$ cat src/hdl/hsc_pkg.sv
// shared constants and types of the counter load-values loader
// assumes one 25 MHz clock and a host that writes 16-bit words
package hsc_pkg;

  // ----------------------------------------------------------------
  // sizes and timing
  // ----------------------------------------------------------------
  localparam int WORDS = 6;                 // words in each word block
  localparam int CLOCK_PERIOD_NS = 40;      // 25 MHz module clock
  localparam int EXEC_TIME_US = 1000;       // command execution time
  localparam int MS_TIME_US = 1000;         // one millisecond
  localparam int EXEC_CYCLES = (EXEC_TIME_US * 1000) / CLOCK_PERIOD_NS;
  localparam int MS_CYCLES = (MS_TIME_US * 1000) / CLOCK_PERIOD_NS;

  // ----------------------------------------------------------------
  // word indices inside the output word block
  // ----------------------------------------------------------------
  localparam logic [2:0] W_CMD = 3'h0;      // command word
  localparam logic [2:0] W_P1 = 3'h1;       // load_param_word_1
  localparam logic [2:0] W_P2 = 3'h2;       // load_param_word_2
  localparam logic [2:0] W_P3 = 3'h3;       // load_param_word_3
  localparam logic [2:0] W_P4 = 3'h4;       // load_param_word_4
  localparam logic [2:0] W_AT = 3'h5;       // assert_time_word

  // ----------------------------------------------------------------
  // command codes (high byte of the command word)
  // ----------------------------------------------------------------
  localparam logic [7:0] CMD_CONFIG = 8'h01;
  localparam logic [7:0] CMD_LOAD = 8'h02;
  localparam logic [7:0] CMD_READ_CNT = 8'h03;
  localparam logic [7:0] CMD_READ_RATE = 8'h04;

  // ----------------------------------------------------------------
  // configuration fields
  // ----------------------------------------------------------------
  localparam int CFG_MODE_LSB = 11;         // bits 11 and 12 of word 1
  localparam logic [1:0] MODE_TWO16 = 2'h0; // two 16-bit, assert on
  localparam logic [1:0] MODE_ONE32 = 2'h1; // one 32-bit, assert on
  localparam logic [1:0] MODE_TWO32 = 2'h2; // two 32-bit, no assert
  localparam logic [1:0] MODE_RATE = 2'h3;  // rate sample
  localparam logic [3:0] OUT_TIMED_A = 4'h5; // timed output modes
  localparam logic [3:0] OUT_TIMED_B = 4'h6;
  localparam logic [3:0] OUT_PULSE_MAX = 4'h4; // 1..4 one-count pulse

  // ----------------------------------------------------------------
  // limits and reset values
  // ----------------------------------------------------------------
  localparam logic [31:0] LIM_16 = 32'h0000ffff;
  localparam logic [31:0] LIM_32 = 32'h07ffffff;
  localparam logic [13:0] LIM_MS = 14'h3fff;
  localparam int STATUS_FAULT_BIT = 7;      // msb of the map status byte
  localparam int RESP_POWER_BIT = 8;        // field power flag in word 5

  // ----------------------------------------------------------------
  // types
  // ----------------------------------------------------------------
  typedef struct packed {
    logic [7:0] code;   // command definition byte
    logic rsv7;
    logic dis2;         // 1 = disable counter 2
    logic pre2;         // 1 = preset counter 2
    logic en2;          // 1 = enable counter 2
    logic rsv3;
    logic dis1;         // 1 = disable counter 1
    logic pre1;         // 1 = preset counter 1
    logic en1;          // 1 = enable counter 1
  } hsc_cmd_t;

  typedef enum logic [1:0] {
    RESP_COUNT,
    RESP_RATE,
    RESP_ECHO
  } hsc_resp_t;

  typedef enum logic {
    ST_IDLE,
    ST_EXEC
  } hsc_state_t;

endpackage

$ cat src/hdl/hsc_chan.sv
// one counter channel: up counter with setpoint and rollover, plus
// a rate sampler; assumes a one-cycle millisecond tick from outside
`timescale 1ns/100ps
`default_nettype none

module hsc_chan (
  input wire logic i_clock,          // module clock
  input wire logic i_rst,            // synchronous reset, high
  input wire logic i_run,            // counter enabled
  input wire logic i_preset,         // preset count to zero
  input wire logic i_pulse,          // one count event
  input wire logic i_ms_tick,        // millisecond tick
  input wire logic [31:0] i_max,     // maximum count
  input wire logic [31:0] i_setpt,   // setpoint
  input wire logic [13:0] i_interval, // sample interval in ms
  output logic [31:0] o_count,       // live count
  output logic [31:0] o_rate,        // last sampled rate
  output logic o_at_setpt,           // count sits at setpoint
  output logic o_at_roll             // count sits at zero after rollover
);

  // ----------------------------------------------------------------
  // state
  // ----------------------------------------------------------------
  logic [31:0] count_q;   // live count
  logic wrapped_q;        // last step was a rollover
  logic [31:0] acc_q;     // pulses in the running sample
  logic [13:0] ms_q;      // ms into the running sample
  logic [31:0] rate_q;    // last finished sample

  // counting: up to max, then back to zero
  always_ff @(posedge i_clock) begin
    if (i_rst || i_preset) begin
      count_q <= 32'h00000000;
      wrapped_q <= 1'b0;
    end else if (i_run && i_pulse) begin
      if (count_q >= i_max) begin
        count_q <= 32'h00000000;
        wrapped_q <= 1'b1;
      end else begin
        count_q <= count_q + 32'h00000001;
        wrapped_q <= 1'b0;
      end
    end
  end

  // rate sampling: pulses counted over the interval, then latched
  always_ff @(posedge i_clock) begin
    if (i_rst) begin
      acc_q <= 32'h00000000;
      ms_q <= 14'h0000;
      rate_q <= 32'h00000000;
    end else if (!i_run || i_interval == 14'h0000) begin
      // a stopped channel restarts its sample from scratch
      acc_q <= 32'h00000000;
      ms_q <= 14'h0000;
    end else if (i_ms_tick && ms_q + 14'h0001 >= i_interval) begin
      rate_q <= acc_q + {31'h00000000, i_pulse};
      acc_q <= 32'h00000000;
      ms_q <= 14'h0000;
    end else begin
      acc_q <= acc_q + {31'h00000000, i_pulse};
      if (i_ms_tick) begin
        ms_q <= ms_q + 14'h0001;
      end
    end
  end

  assign o_count = count_q;
  assign o_rate = rate_q;
  // a zero setpoint never fires, it would collide with rollover
  assign o_at_setpt = (count_q == i_setpt) && (i_setpt != 32'h0);
  assign o_at_roll = wrapped_q && (count_q == 32'h00000000);

endmodule

`default_nettype wire

$ cat src/hdl/hsc_loader.sv
// top of the counter load-values loader: six host-written command
// words, six response words, two counter channels and four outputs;
// assumes the host writes whole words synchronous to the clock
`timescale 1ns/100ps
`default_nettype none

// Contract
// - single on-time value serves one output only
// - first timed output runs, other timed disabled
// - load format follows configured counter mode
// - 16-bit mode: word 1 is counter 1 max
// - 16-bit mode: word 2 is counter 1 setpoint
// - 16-bit mode: words 3,4 counter 2 max/setpoint
// - assert modes: word 5 on-time ms, 3fff
// - zero parameter word leaves value unchanged
// - zero 32-bit pair leaves value unchanged
// - one-32 mode: max from words 1,2
// - one-32 mode: setpoint from words 3,4
// - two-32 mode: no assert, counter 2 max
// - rate mode: word 1 counter 1 interval
// - rate mode: word 2 counter 2 interval
// - command bits disable, preset, enable counters
// - status msb flags fuse or supply loss
// - output pulses one count at setpoint
// - rollover to zero pulses second output
// - undefined commands show live counts or rates
// - counter runs with hardware and software enable
// - echo words, low byte cleared, after 1 ms
// - every command carries channel control bits
module hsc_loader #(
  parameter int EXEC_CYCLES = hsc_pkg::EXEC_CYCLES, // exec time, cycles
  parameter int MS_CYCLES = hsc_pkg::MS_CYCLES      // one ms, cycles
) (
  input wire logic i_clock,                // module clock, 25 MHz
  input wire logic i_rst,                  // synchronous reset, high
  input wire logic i_wr_en,                // write one output word
  input wire logic [2:0] i_wr_idx,         // word index 0..5
  input wire logic [15:0] i_wr_data,       // word value
  input wire logic i_exec,                 // execute command word
  input wire logic [1:0] i_cnt_pulse,      // count events per channel
  input wire logic [1:0] i_hw_enable,      // hardware enable inputs
  input wire logic [1:0] i_hw_preset,      // hardware preset inputs
  input wire logic i_supply_fault,         // fuse blown or supply lost
  output logic [5:0][15:0] o_resp_word,    // input word block
  output logic [7:0] o_map_status,         // map status byte
  output logic o_busy,                     // command in execution
  output logic [3:0] o_out                 // outputs 1a,1b,2a,2b
);

  // ----------------------------------------------------------------
  // declarations
  // ----------------------------------------------------------------
  logic [15:0] word_q [hsc_pkg::WORDS];  // output word block
  logic [5:0] written_q;                 // words written since exec
  hsc_pkg::hsc_state_t state_q;          // execution state
  logic [31:0] exec_cnt_q;               // execution timer
  logic [31:0] tick_cnt_q;               // ms prescaler
  logic ms_tick_q;                       // one-cycle ms tick
  logic [1:0] mode_q;                    // counter or rate mode
  logic [15:0] outmode_q;                // four output mode nibbles
  logic [31:0] max_q [2];                // maximum counts
  logic [31:0] setpt_q [2];              // setpoints
  logic [13:0] interval_q [2];           // rate sample intervals
  logic [13:0] atime_q;                  // output on time, ms
  logic [1:0] sw_en_q;                   // software enables
  logic [1:0] sw_pre_q;                  // software preset pulses
  hsc_pkg::hsc_resp_t resp_q;            // response source
  logic [15:0] echo_q [hsc_pkg::WORDS];  // echoed words
  logic [13:0] on_ms_q;                  // timed output remaining
  logic [3:0] ev_q;                      // previous output events
  logic [31:0] count [2];                // channel counts
  logic [31:0] rate [2];                 // channel rates
  logic [3:0] ev;                        // raw events 1a,1b,2a,2b
  logic [3:0] timed;                     // outputs in a timed mode
  logic [3:0] first_timed;               // the one timed output kept
  logic assert_ok;                       // mode allows outputs
  logic done;                            // execution completes now
  hsc_pkg::hsc_cmd_t cmd;                // command word view
  logic [31:0] pair_a;                   // words 1,2 as low:high
  logic [31:0] pair_b;                   // words 3,4 as low:high

  assign cmd = hsc_pkg::hsc_cmd_t'(word_q[hsc_pkg::W_CMD]);
  assign done = (state_q == hsc_pkg::ST_EXEC) &&
                (exec_cnt_q == 32'(EXEC_CYCLES - 1));
  assign pair_a = {word_q[hsc_pkg::W_P2], word_q[hsc_pkg::W_P1]};
  assign pair_b = {word_q[hsc_pkg::W_P4], word_q[hsc_pkg::W_P3]};

  // clamp a value to a limit
  function automatic logic [31:0] clamp(input logic [31:0] v,
                                        input logic [31:0] lim);
    clamp = (v > lim) ? lim : v;
  endfunction

  // clamp a word to the millisecond limit
  function automatic logic [13:0] clamp_ms(input logic [15:0] v);
    clamp_ms = (v > {2'h0, hsc_pkg::LIM_MS}) ? hsc_pkg::LIM_MS :
               v[13:0];
  endfunction

  // ----------------------------------------------------------------
  // host side word block
  // ----------------------------------------------------------------

  // stores each host word; a write in the finishing cycle still
  // counts toward the next command, so set wins over clear
  always_ff @(posedge i_clock) begin
    if (i_rst) begin
      for (int i = 0; i < hsc_pkg::WORDS; i++) begin
        word_q[i] <= 16'h0000;
      end
      written_q <= 6'h00;
    end else begin
      for (int i = 0; i < hsc_pkg::WORDS; i++) begin
        if (i_wr_en && i_wr_idx == 3'(i)) begin
          word_q[i] <= i_wr_data;
          written_q[i] <= 1'b1;
        end else if (done) begin
          written_q[i] <= 1'b0;
        end
      end
    end
  end

  // ----------------------------------------------------------------
  // timing
  // ----------------------------------------------------------------

  // millisecond prescaler for on times and rate samples
  always_ff @(posedge i_clock) begin
    if (i_rst) begin
      tick_cnt_q <= 32'h00000000;
      ms_tick_q <= 1'b0;
    end else if (tick_cnt_q == 32'(MS_CYCLES - 1)) begin
      tick_cnt_q <= 32'h00000000;
      ms_tick_q <= 1'b1;
    end else begin
      tick_cnt_q <= tick_cnt_q + 32'h00000001;
      ms_tick_q <= 1'b0;
    end
  end

  // execution sequencer: a request while busy is ignored
  always_ff @(posedge i_clock) begin
    if (i_rst) begin
      state_q <= hsc_pkg::ST_IDLE;
      exec_cnt_q <= 32'h00000000;
    end else begin
      unique case (state_q)
        hsc_pkg::ST_IDLE: begin
          exec_cnt_q <= 32'h00000000;
          if (i_exec) begin
            state_q <= hsc_pkg::ST_EXEC;
          end
        end
        hsc_pkg::ST_EXEC: begin
          if (done) begin
            state_q <= hsc_pkg::ST_IDLE;
          end else begin
            exec_cnt_q <= exec_cnt_q + 32'h00000001;
          end
        end
      endcase
    end
  end

  // ----------------------------------------------------------------
  // command execution
  // ----------------------------------------------------------------

  // configure command sets the mode and output modes
  always_ff @(posedge i_clock) begin
    if (i_rst) begin
      mode_q <= hsc_pkg::MODE_TWO16;
      outmode_q <= 16'h0000;
    end else if (done && cmd.code == hsc_pkg::CMD_CONFIG) begin
      mode_q <= word_q[hsc_pkg::W_P1][hsc_pkg::CFG_MODE_LSB +: 2];
      outmode_q <= word_q[hsc_pkg::W_P2];
    end
  end

  // load values; the layout depends on the configured mode and a
  // zero word or zero pair keeps the stored value
  always_ff @(posedge i_clock) begin
    if (i_rst) begin
      max_q[0] <= hsc_pkg::LIM_16;
      max_q[1] <= hsc_pkg::LIM_16;
      setpt_q[0] <= 32'h00000000;
      setpt_q[1] <= 32'h00000000;
      interval_q[0] <= 14'h0000;
      interval_q[1] <= 14'h0000;
      atime_q <= 14'h0000;
    end else if (done && cmd.code == hsc_pkg::CMD_LOAD) begin
      unique case (mode_q)
        hsc_pkg::MODE_TWO16: begin
          if (word_q[hsc_pkg::W_P1] != 16'h0000) begin
            max_q[0] <= {16'h0000, word_q[hsc_pkg::W_P1]};
          end
          if (word_q[hsc_pkg::W_P2] != 16'h0000) begin
            setpt_q[0] <= {16'h0000, word_q[hsc_pkg::W_P2]};
          end
          if (word_q[hsc_pkg::W_P3] != 16'h0000) begin
            max_q[1] <= {16'h0000, word_q[hsc_pkg::W_P3]};
          end
          if (word_q[hsc_pkg::W_P4] != 16'h0000) begin
            setpt_q[1] <= {16'h0000, word_q[hsc_pkg::W_P4]};
          end
        end
        hsc_pkg::MODE_ONE32: begin
          if (pair_a != 32'h0 && written_q[2:1] == 2'h3) begin
            max_q[0] <= clamp(pair_a, hsc_pkg::LIM_32);
          end
          if (pair_b != 32'h0 && written_q[4:3] == 2'h3) begin
            setpt_q[0] <= clamp(pair_b, hsc_pkg::LIM_32);
          end
        end
        hsc_pkg::MODE_TWO32: begin
          if (pair_a != 32'h0 && written_q[2:1] == 2'h3) begin
            max_q[0] <= clamp(pair_a, hsc_pkg::LIM_32);
          end
          if (pair_b != 32'h0 && written_q[4:3] == 2'h3) begin
            max_q[1] <= clamp(pair_b, hsc_pkg::LIM_32);
          end
        end
        hsc_pkg::MODE_RATE: begin
          if (word_q[hsc_pkg::W_P1] != 16'h0000) begin
            interval_q[0] <= clamp_ms(word_q[hsc_pkg::W_P1]);
          end
          if (word_q[hsc_pkg::W_P2] != 16'h0000) begin
            interval_q[1] <= clamp_ms(word_q[hsc_pkg::W_P2]);
          end
        end
      endcase
      // on time only exists where outputs can assert
      if (!mode_q[1] && word_q[hsc_pkg::W_AT] != 16'h0000) begin
        atime_q <= clamp_ms(word_q[hsc_pkg::W_AT]);
      end
    end
  end

  // control bits ride on every command; disable beats enable
  always_ff @(posedge i_clock) begin
    if (i_rst) begin
      sw_en_q <= 2'h0;
      sw_pre_q <= 2'h0;
    end else begin
      sw_pre_q <= done ? {cmd.pre2, cmd.pre1} : 2'h0;
      if (done) begin
        if (cmd.dis1) begin
          sw_en_q[0] <= 1'b0;
        end else if (cmd.en1) begin
          sw_en_q[0] <= 1'b1;
        end
        if (cmd.dis2) begin
          sw_en_q[1] <= 1'b0;
        end else if (cmd.en2) begin
          sw_en_q[1] <= 1'b1;
        end
      end
    end
  end

  // ----------------------------------------------------------------
  // counter channels
  // ----------------------------------------------------------------
  for (genvar c = 0; c < 2; c++) begin : g_chan
    hsc_chan u_chan (
      .i_clock(i_clock),
      .i_rst(i_rst),
      .i_run(i_hw_enable[c] && sw_en_q[c]),
      .i_preset(i_hw_preset[c] || sw_pre_q[c]),
      .i_pulse(i_cnt_pulse[c]),
      .i_ms_tick(ms_tick_q),
      .i_max(max_q[c]),
      .i_setpt(setpt_q[c]),
      .i_interval(interval_q[c]),
      .o_count(count[c]),
      .o_rate(rate[c]),
      .o_at_setpt(ev[2 * c]),
      .o_at_roll(ev[2 * c + 1])
    );
  end

  // ----------------------------------------------------------------
  // outputs
  // ----------------------------------------------------------------

  // only the first timed output in 1a,1b,2a,2b order keeps the one
  // shared on time; the rest are held off
  always_comb begin
    for (int i = 0; i < 4; i++) begin
      timed[i] = (outmode_q[15 - 4 * i -: 4] == hsc_pkg::OUT_TIMED_A) ||
                 (outmode_q[15 - 4 * i -: 4] == hsc_pkg::OUT_TIMED_B);
    end
    first_timed = timed & (~timed + 4'h1);
  end

  // two 32-bit counters and rate sampling have no output assertion
  assign assert_ok = !mode_q[1];

  // timed output: restarted by its event, lasts the on time
  always_ff @(posedge i_clock) begin
    if (i_rst) begin
      on_ms_q <= 14'h0000;
      ev_q <= 4'h0;
    end else begin
      ev_q <= ev;
      if (|(first_timed & ev & ~ev_q)) begin
        on_ms_q <= atime_q;
      end else if (ms_tick_q && on_ms_q != 14'h0000) begin
        on_ms_q <= on_ms_q - 14'h0001;
      end
    end
  end

  // per-output drive: one-count pulse modes follow the event level
  always_ff @(posedge i_clock) begin
    if (i_rst) begin
      o_out <= 4'h0;
    end else begin
      for (int i = 0; i < 4; i++) begin
        if (!assert_ok) begin
          o_out[i] <= 1'b0;
        end else if (timed[i]) begin
          o_out[i] <= first_timed[i] && on_ms_q != 14'h0000;
        end else begin
          o_out[i] <= ev[i] && outmode_q[15 - 4 * i -: 4] != 4'h0 &&
                      outmode_q[15 - 4 * i -: 4] <= hsc_pkg::OUT_PULSE_MAX;
        end
      end
    end
  end

  // ----------------------------------------------------------------
  // response words and status
  // ----------------------------------------------------------------

  // picks the response source when a command finishes
  always_ff @(posedge i_clock) begin
    if (i_rst) begin
      resp_q <= hsc_pkg::RESP_COUNT;
      for (int i = 0; i < hsc_pkg::WORDS; i++) begin
        echo_q[i] <= 16'h0000;
      end
    end else if (done) begin
      if (cmd.code == hsc_pkg::CMD_CONFIG ||
          cmd.code == hsc_pkg::CMD_LOAD) begin
        resp_q <= hsc_pkg::RESP_ECHO;
        echo_q[0] <= {cmd.code, 8'h00};
        for (int i = 1; i < hsc_pkg::WORDS; i++) begin
          echo_q[i] <= word_q[i];
        end
      end else if (cmd.code == hsc_pkg::CMD_READ_RATE ||
                   (cmd.code != hsc_pkg::CMD_READ_CNT &&
                    mode_q == hsc_pkg::MODE_RATE)) begin
        resp_q <= hsc_pkg::RESP_RATE;
      end else begin
        resp_q <= hsc_pkg::RESP_COUNT;
      end
    end
  end

  // live response words, refreshed every cycle outside echo
  always_ff @(posedge i_clock) begin
    if (i_rst) begin
      o_resp_word <= '0;
    end else if (resp_q == hsc_pkg::RESP_ECHO) begin
      for (int i = 0; i < hsc_pkg::WORDS; i++) begin
        o_resp_word[i] <= echo_q[i];
      end
    end else begin
      o_resp_word[0] <= {cmd.code, 8'h00};
      for (int c = 0; c < 2; c++) begin
        if (resp_q == hsc_pkg::RESP_RATE) begin
          o_resp_word[2 * c + 1] <= rate[c][15:0];
          o_resp_word[2 * c + 2] <= rate[c][31:16];
        end else begin
          o_resp_word[2 * c + 1] <= count[c][15:0];
          o_resp_word[2 * c + 2] <= count[c][31:16];
        end
      end
      o_resp_word[5] <= 16'h0000;
      o_resp_word[5][hsc_pkg::RESP_POWER_BIT] <= i_supply_fault;
    end
  end

  // status byte and busy flag
  always_ff @(posedge i_clock) begin
    if (i_rst) begin
      o_map_status <= 8'h00;
      o_busy <= 1'b0;
    end else begin
      o_map_status <= 8'h00;
      o_map_status[hsc_pkg::STATUS_FAULT_BIT] <= i_supply_fault;
      o_busy <= (state_q == hsc_pkg::ST_EXEC) && !done;
    end
  end

endmodule

`default_nettype wire

$ cat config.mk
export PLATFORM = sky130hd
export DESIGN_NAME = hsc_loader
export DESIGN_NICKNAME = d
export VERILOG_FILES = /design/src/hdl/hsc_pkg.sv /design/src/hdl/hsc_chan.sv /design/src/hdl/hsc_loader.sv
export SDC_FILE = /design/constraint.sdc
export NUM_CORES = 2
export LEC_CHECK = 0
export BUFFER_PORTS_ARGS = -buffer_cell sky130_fd_sc_hd__clkbuf_2
export CAP_MARGIN = 20
export CORE_MARGIN = 2
export CORE_UTILIZATION = 62
export CTS_CLUSTER_SIZE = 20
export DETAILED_ROUTE_END_ITERATION = 16
export GPL_TIMING_DRIVEN = 0
export PLACE_DENSITY = 0.83
export SKIP_LAST_GASP = 1
export SLEW_MARGIN = 20
export SYNTH_ARGS = -nofsm -noshare
export SYNTH_HDL_FRONTEND = slang
export SYNTH_SLANG_ARGS = --single-unit
$ cat constraint.sdc
create_clock -name i_clock -period 6.4 [get_ports i_clock]
set_input_delay 0.32 -clock i_clock [delete_from_list [all_inputs] [get_ports i_clock]]
set_output_delay 0.32 -clock i_clock [all_outputs]
set_load 0.02 [all_outputs]
==> flow_summary.yaml <==
clocking:
  cts-root-buf: "clkbuf_16"
  postCtsResizedCells: 0
  hold_buffers: 2
  cts_buffer_depth: 3
  cts_tree: "yes"
  clkTransAtPathRegs_ns: 0.06
  post_cts_buffers: 0
  cts_buffers: 78
  clock_latency_ns: 0.64
  htreeDepth: 3
  cts_num_sinks: 764
synthesis:
  synth_top_flop_cell: "dfxtp_1"
  netlist_instances: 3542
  ys_seq_elements: 764
  ys_warn_count: 0
  synthesis.area_um2: 35500
  ys_types: 78
  yosysSeqAreaShare_pct: 52.1
  synth_edf_count: 322
  async_reset_ff_share_pct: 0
  avgSynthCellArea_um2: 10.0
drt:
  ant_nets: 0
  firstDrtPassIters: 8
  vias: 28300
  post_drt_wl_per_cell_um: 21.8
  drc: 0
  drt_iter0_markers: 3364
  via_per_inst: 6.14
  drt_wl_total_um: 100000
final_layout:
  fill_cells: 4033
  multi_input_area_um2: 15700
  finish.utilization_pct: 70.8
  seq_area_um2: 18500
  finish.net_count: 3926
  drive_above_1_share_pct: 8.43
  final_cell_mix: "442 x dfxtp_1, 344 x nor2_1, 322 x edfxtp_1, 214 x clkbuf_1, 204 x and2_1"
  design_area_um2: 40000
  final_common_cell: "dfxtp_1"
  syn_to_final_growth_pct: 12.6
timing:
  setup_viol: 0
  grt_setup_unrepaired: "no"
  max-slew-margin-rel_pct: 24.5
  min_period_over_period_pct: 78.1
  skew_ns: 0.0239
  hold-worst-slack_ns: 0.0968
  clock.fmax_ghz: 0.200
  drv_slew: 0
  hold_violations: 0
  min_period_ns: 5.00
  tightest_slew_ns: 1.13
place:
  place_area_um2: 37400
  io_buffers: 122
  gp_congestion: 0.991
  hpwl_um: 73200
power:
  power_density_nw_per_um2: 255
  irDropWorstVdd_mv: 0.212
  leakage_nw: 14.6
  total_power_mw: 10.2
floorplan:
  dieWidth_um: 243
  floorplan.initialDensity_pct: 62.9
  core-area_um2: 56500
  dieHeight_um: 243
  io_pins: 139
  dieArea_um2: 59300
  num_rows: 87
global_routing:
  grt_overflow: 0
  antenna_found_initial: 5
  grtUsageTotal_pct: 33.1
  grt_max_degree: 36
  grt_pass1_vias: 26500
  grt_pass1_wl_um: 152000
critical_path:
  worstPathRequired_ns: 6.95
  path_max_fanout: 10
  cp-end-kind: "register"
  worst_ep_arrival_time_ns: 5.55
  start_kind: "register"
  critical_path_class: "register to register"
outcome:
  status: "finished clean"
flow_run:
  drv_cap: 0
worst_hold_path:
  hp-class: "primary input to register"
[Yosys cell counts (4+ instances only)]
| master | number | share of area, % |
|---|---|---|
| a2111oi_0 | 4 | 0.099 |
| a211oi_1 | 186 | 3.9 |
| a21o_1 | 14 | 0.30 |
| a21oi_1 | 167 | 2.4 |
| and2_1 | 204 | 3.6 |
| and3_1 | 51 | 0.90 |
| and4_1 | 21 | 0.52 |
| buf_1 | 12 | 0.13 |
| buf_2 | 11 | 0.15 |
| buf_4 | 16 | 0.34 |
| clkbuf_1 | 199 | 2.1 |
| dfxtp_1 | 442 | 25 |
| edfxtp_1 | 322 | 27 |
| ha_1 | 105 | 3.7 |
| inv_1 | 127 | 1.3 |
| mux2_1 | 7 | 0.22 |
| mux2_2 | 4 | 0.13 |
| mux2i_1 | 71 | 2.0 |
| nand2_1 | 187 | 2.0 |
| nand2b_1 | 8 | 0.14 |
| nand3_1 | 100 | 1.4 |
| nand4_1 | 92 | 1.6 |
| nor2_1 | 344 | 3.6 |
| nor2b_1 | 95 | 1.7 |
| nor3_1 | 153 | 2.2 |
| nor3b_1 | 4 | 0.084 |
| nor4_1 | 93 | 1.6 |
| nor4b_1 | 9 | 0.22 |
| o2111ai_1 | 8 | 0.20 |
| o21a_1 | 33 | 0.70 |
| o21ai_0 | 31 | 0.44 |
| o21bai_1 | 32 | 0.68 |
| or2_2 | 12 | 0.21 |
| or3_1 | 14 | 0.25 |
| or4_1 | 13 | 0.27 |
| xnor2_1 | 147 | 3.6 |
| xor2_1 | 145 | 3.6 |
[critical path, stage by stage, from the launching register on]
cell and delay, ns:
dfxtp_1 0.43, ha_1 0.24, and3_1 0.22, and3_1 0.23
and2_1 0.14, clkbuf_1 0.23, nand2_1 0.10, xnor2_1 0.13
ha_1 0.21, a2111o_1 0.34, a2111oi_0 0.61, o21a_1 0.26
clkbuf_1 0.62, o211ai_1 0.38, buf_4 0.32, clkbuf_1 0.27
nor2b_1 0.19
[logic make-up (layout without fill, tap and decap cells)]
| family | after synthesis | count (layout) | share of synthesized area (%) |
|---|---|---|---|
| xor+xnor | 292 | 292 | 7.19 |
| simple gates | 1417 | 1417 | 20.7 |
| mux | 82 | 82 | 2.35 |
| compound gates | 513 | 513 | 9.75 |
| fa+ha+maj | 105 | 105 | 3.70 |
| flops | 764 | 764 | 52.1 |
| buf+inv | 368 | 648 | 4.16 |
| other cells | 1 | 37 | 0.0105 |
[flip-flops by register name, indices dropped and copies added, names as in the netlist, 14 cells and up]
signal	cells
max_q	64
tick_cnt_q	32
interval_q	28
exec_cnt_q	32
g_chan.u_chan.ms_q	28
atime_q	14
o_resp_word	88
word_q	94
g_chan.u_chan.acc_q	64
outmode_q	16
echo_q	88
on_ms_q	14
g_chan.u_chan.o_count	64
setpt_q	48
g_chan.u_chan.o_rate	64
[metrics by stage]
step,TNS [ns],cells,setup WS [ns]
final,0,4614,1.40
after global routing,0,4613,1.04
after CTS,0,4612,1.45
after detailed placement,0,4464,1.52
after global placement,-4.56,4455,-0.146
after floorplan,0,3577,1.68
[worst paths after layout]
kind              slack [ns]  cells after the start                      from                   endpoint
hold / removal           0.1                      3               i_wr_idx[2]               written_q[4]
setup / recovery        1.40                     16  g_chan[1].u_chan.ms_q[0]  g_chan[1].u_chan.acc_q[8]
setup reg to reg        1.40                     16  g_chan[1].u_chan.ms_q[0]  g_chan[1].u_chan.acc_q[8]
hold reg to reg         0.45                      1              written_q[3]               written_q[3]
[layer usage]
metal  vias up  global-route usage, %  wire length, um
met4         6                   16.2             5420
met1     13300                   43.7            39100
met2      1628                   51.1            44300
met5         -                      0               43
li1      13000                      -                -
met3       333                   8.44            11600
[power by group]
group,internal (mW),total [mW],switching (mW)
logic,0.0813,0.290,0.209
clock network,2.66,4.59,1.93
registers,5.19,5.31,0.118
total,7.93,10.2,2.26
[layout make-up]
type	count	share of cell area [%]
sequential	764	46.3
clock inverter	33	0.647
tap	756	2.36
buffer	241	2.51
timing repair buffer	134	1.89
antenna	1	0.00625
inverter	127	1.19
clock buffer	113	5.81
multi-input combinational	2445	39.3
No activity file was read; power rests on OpenSTA's default activity.
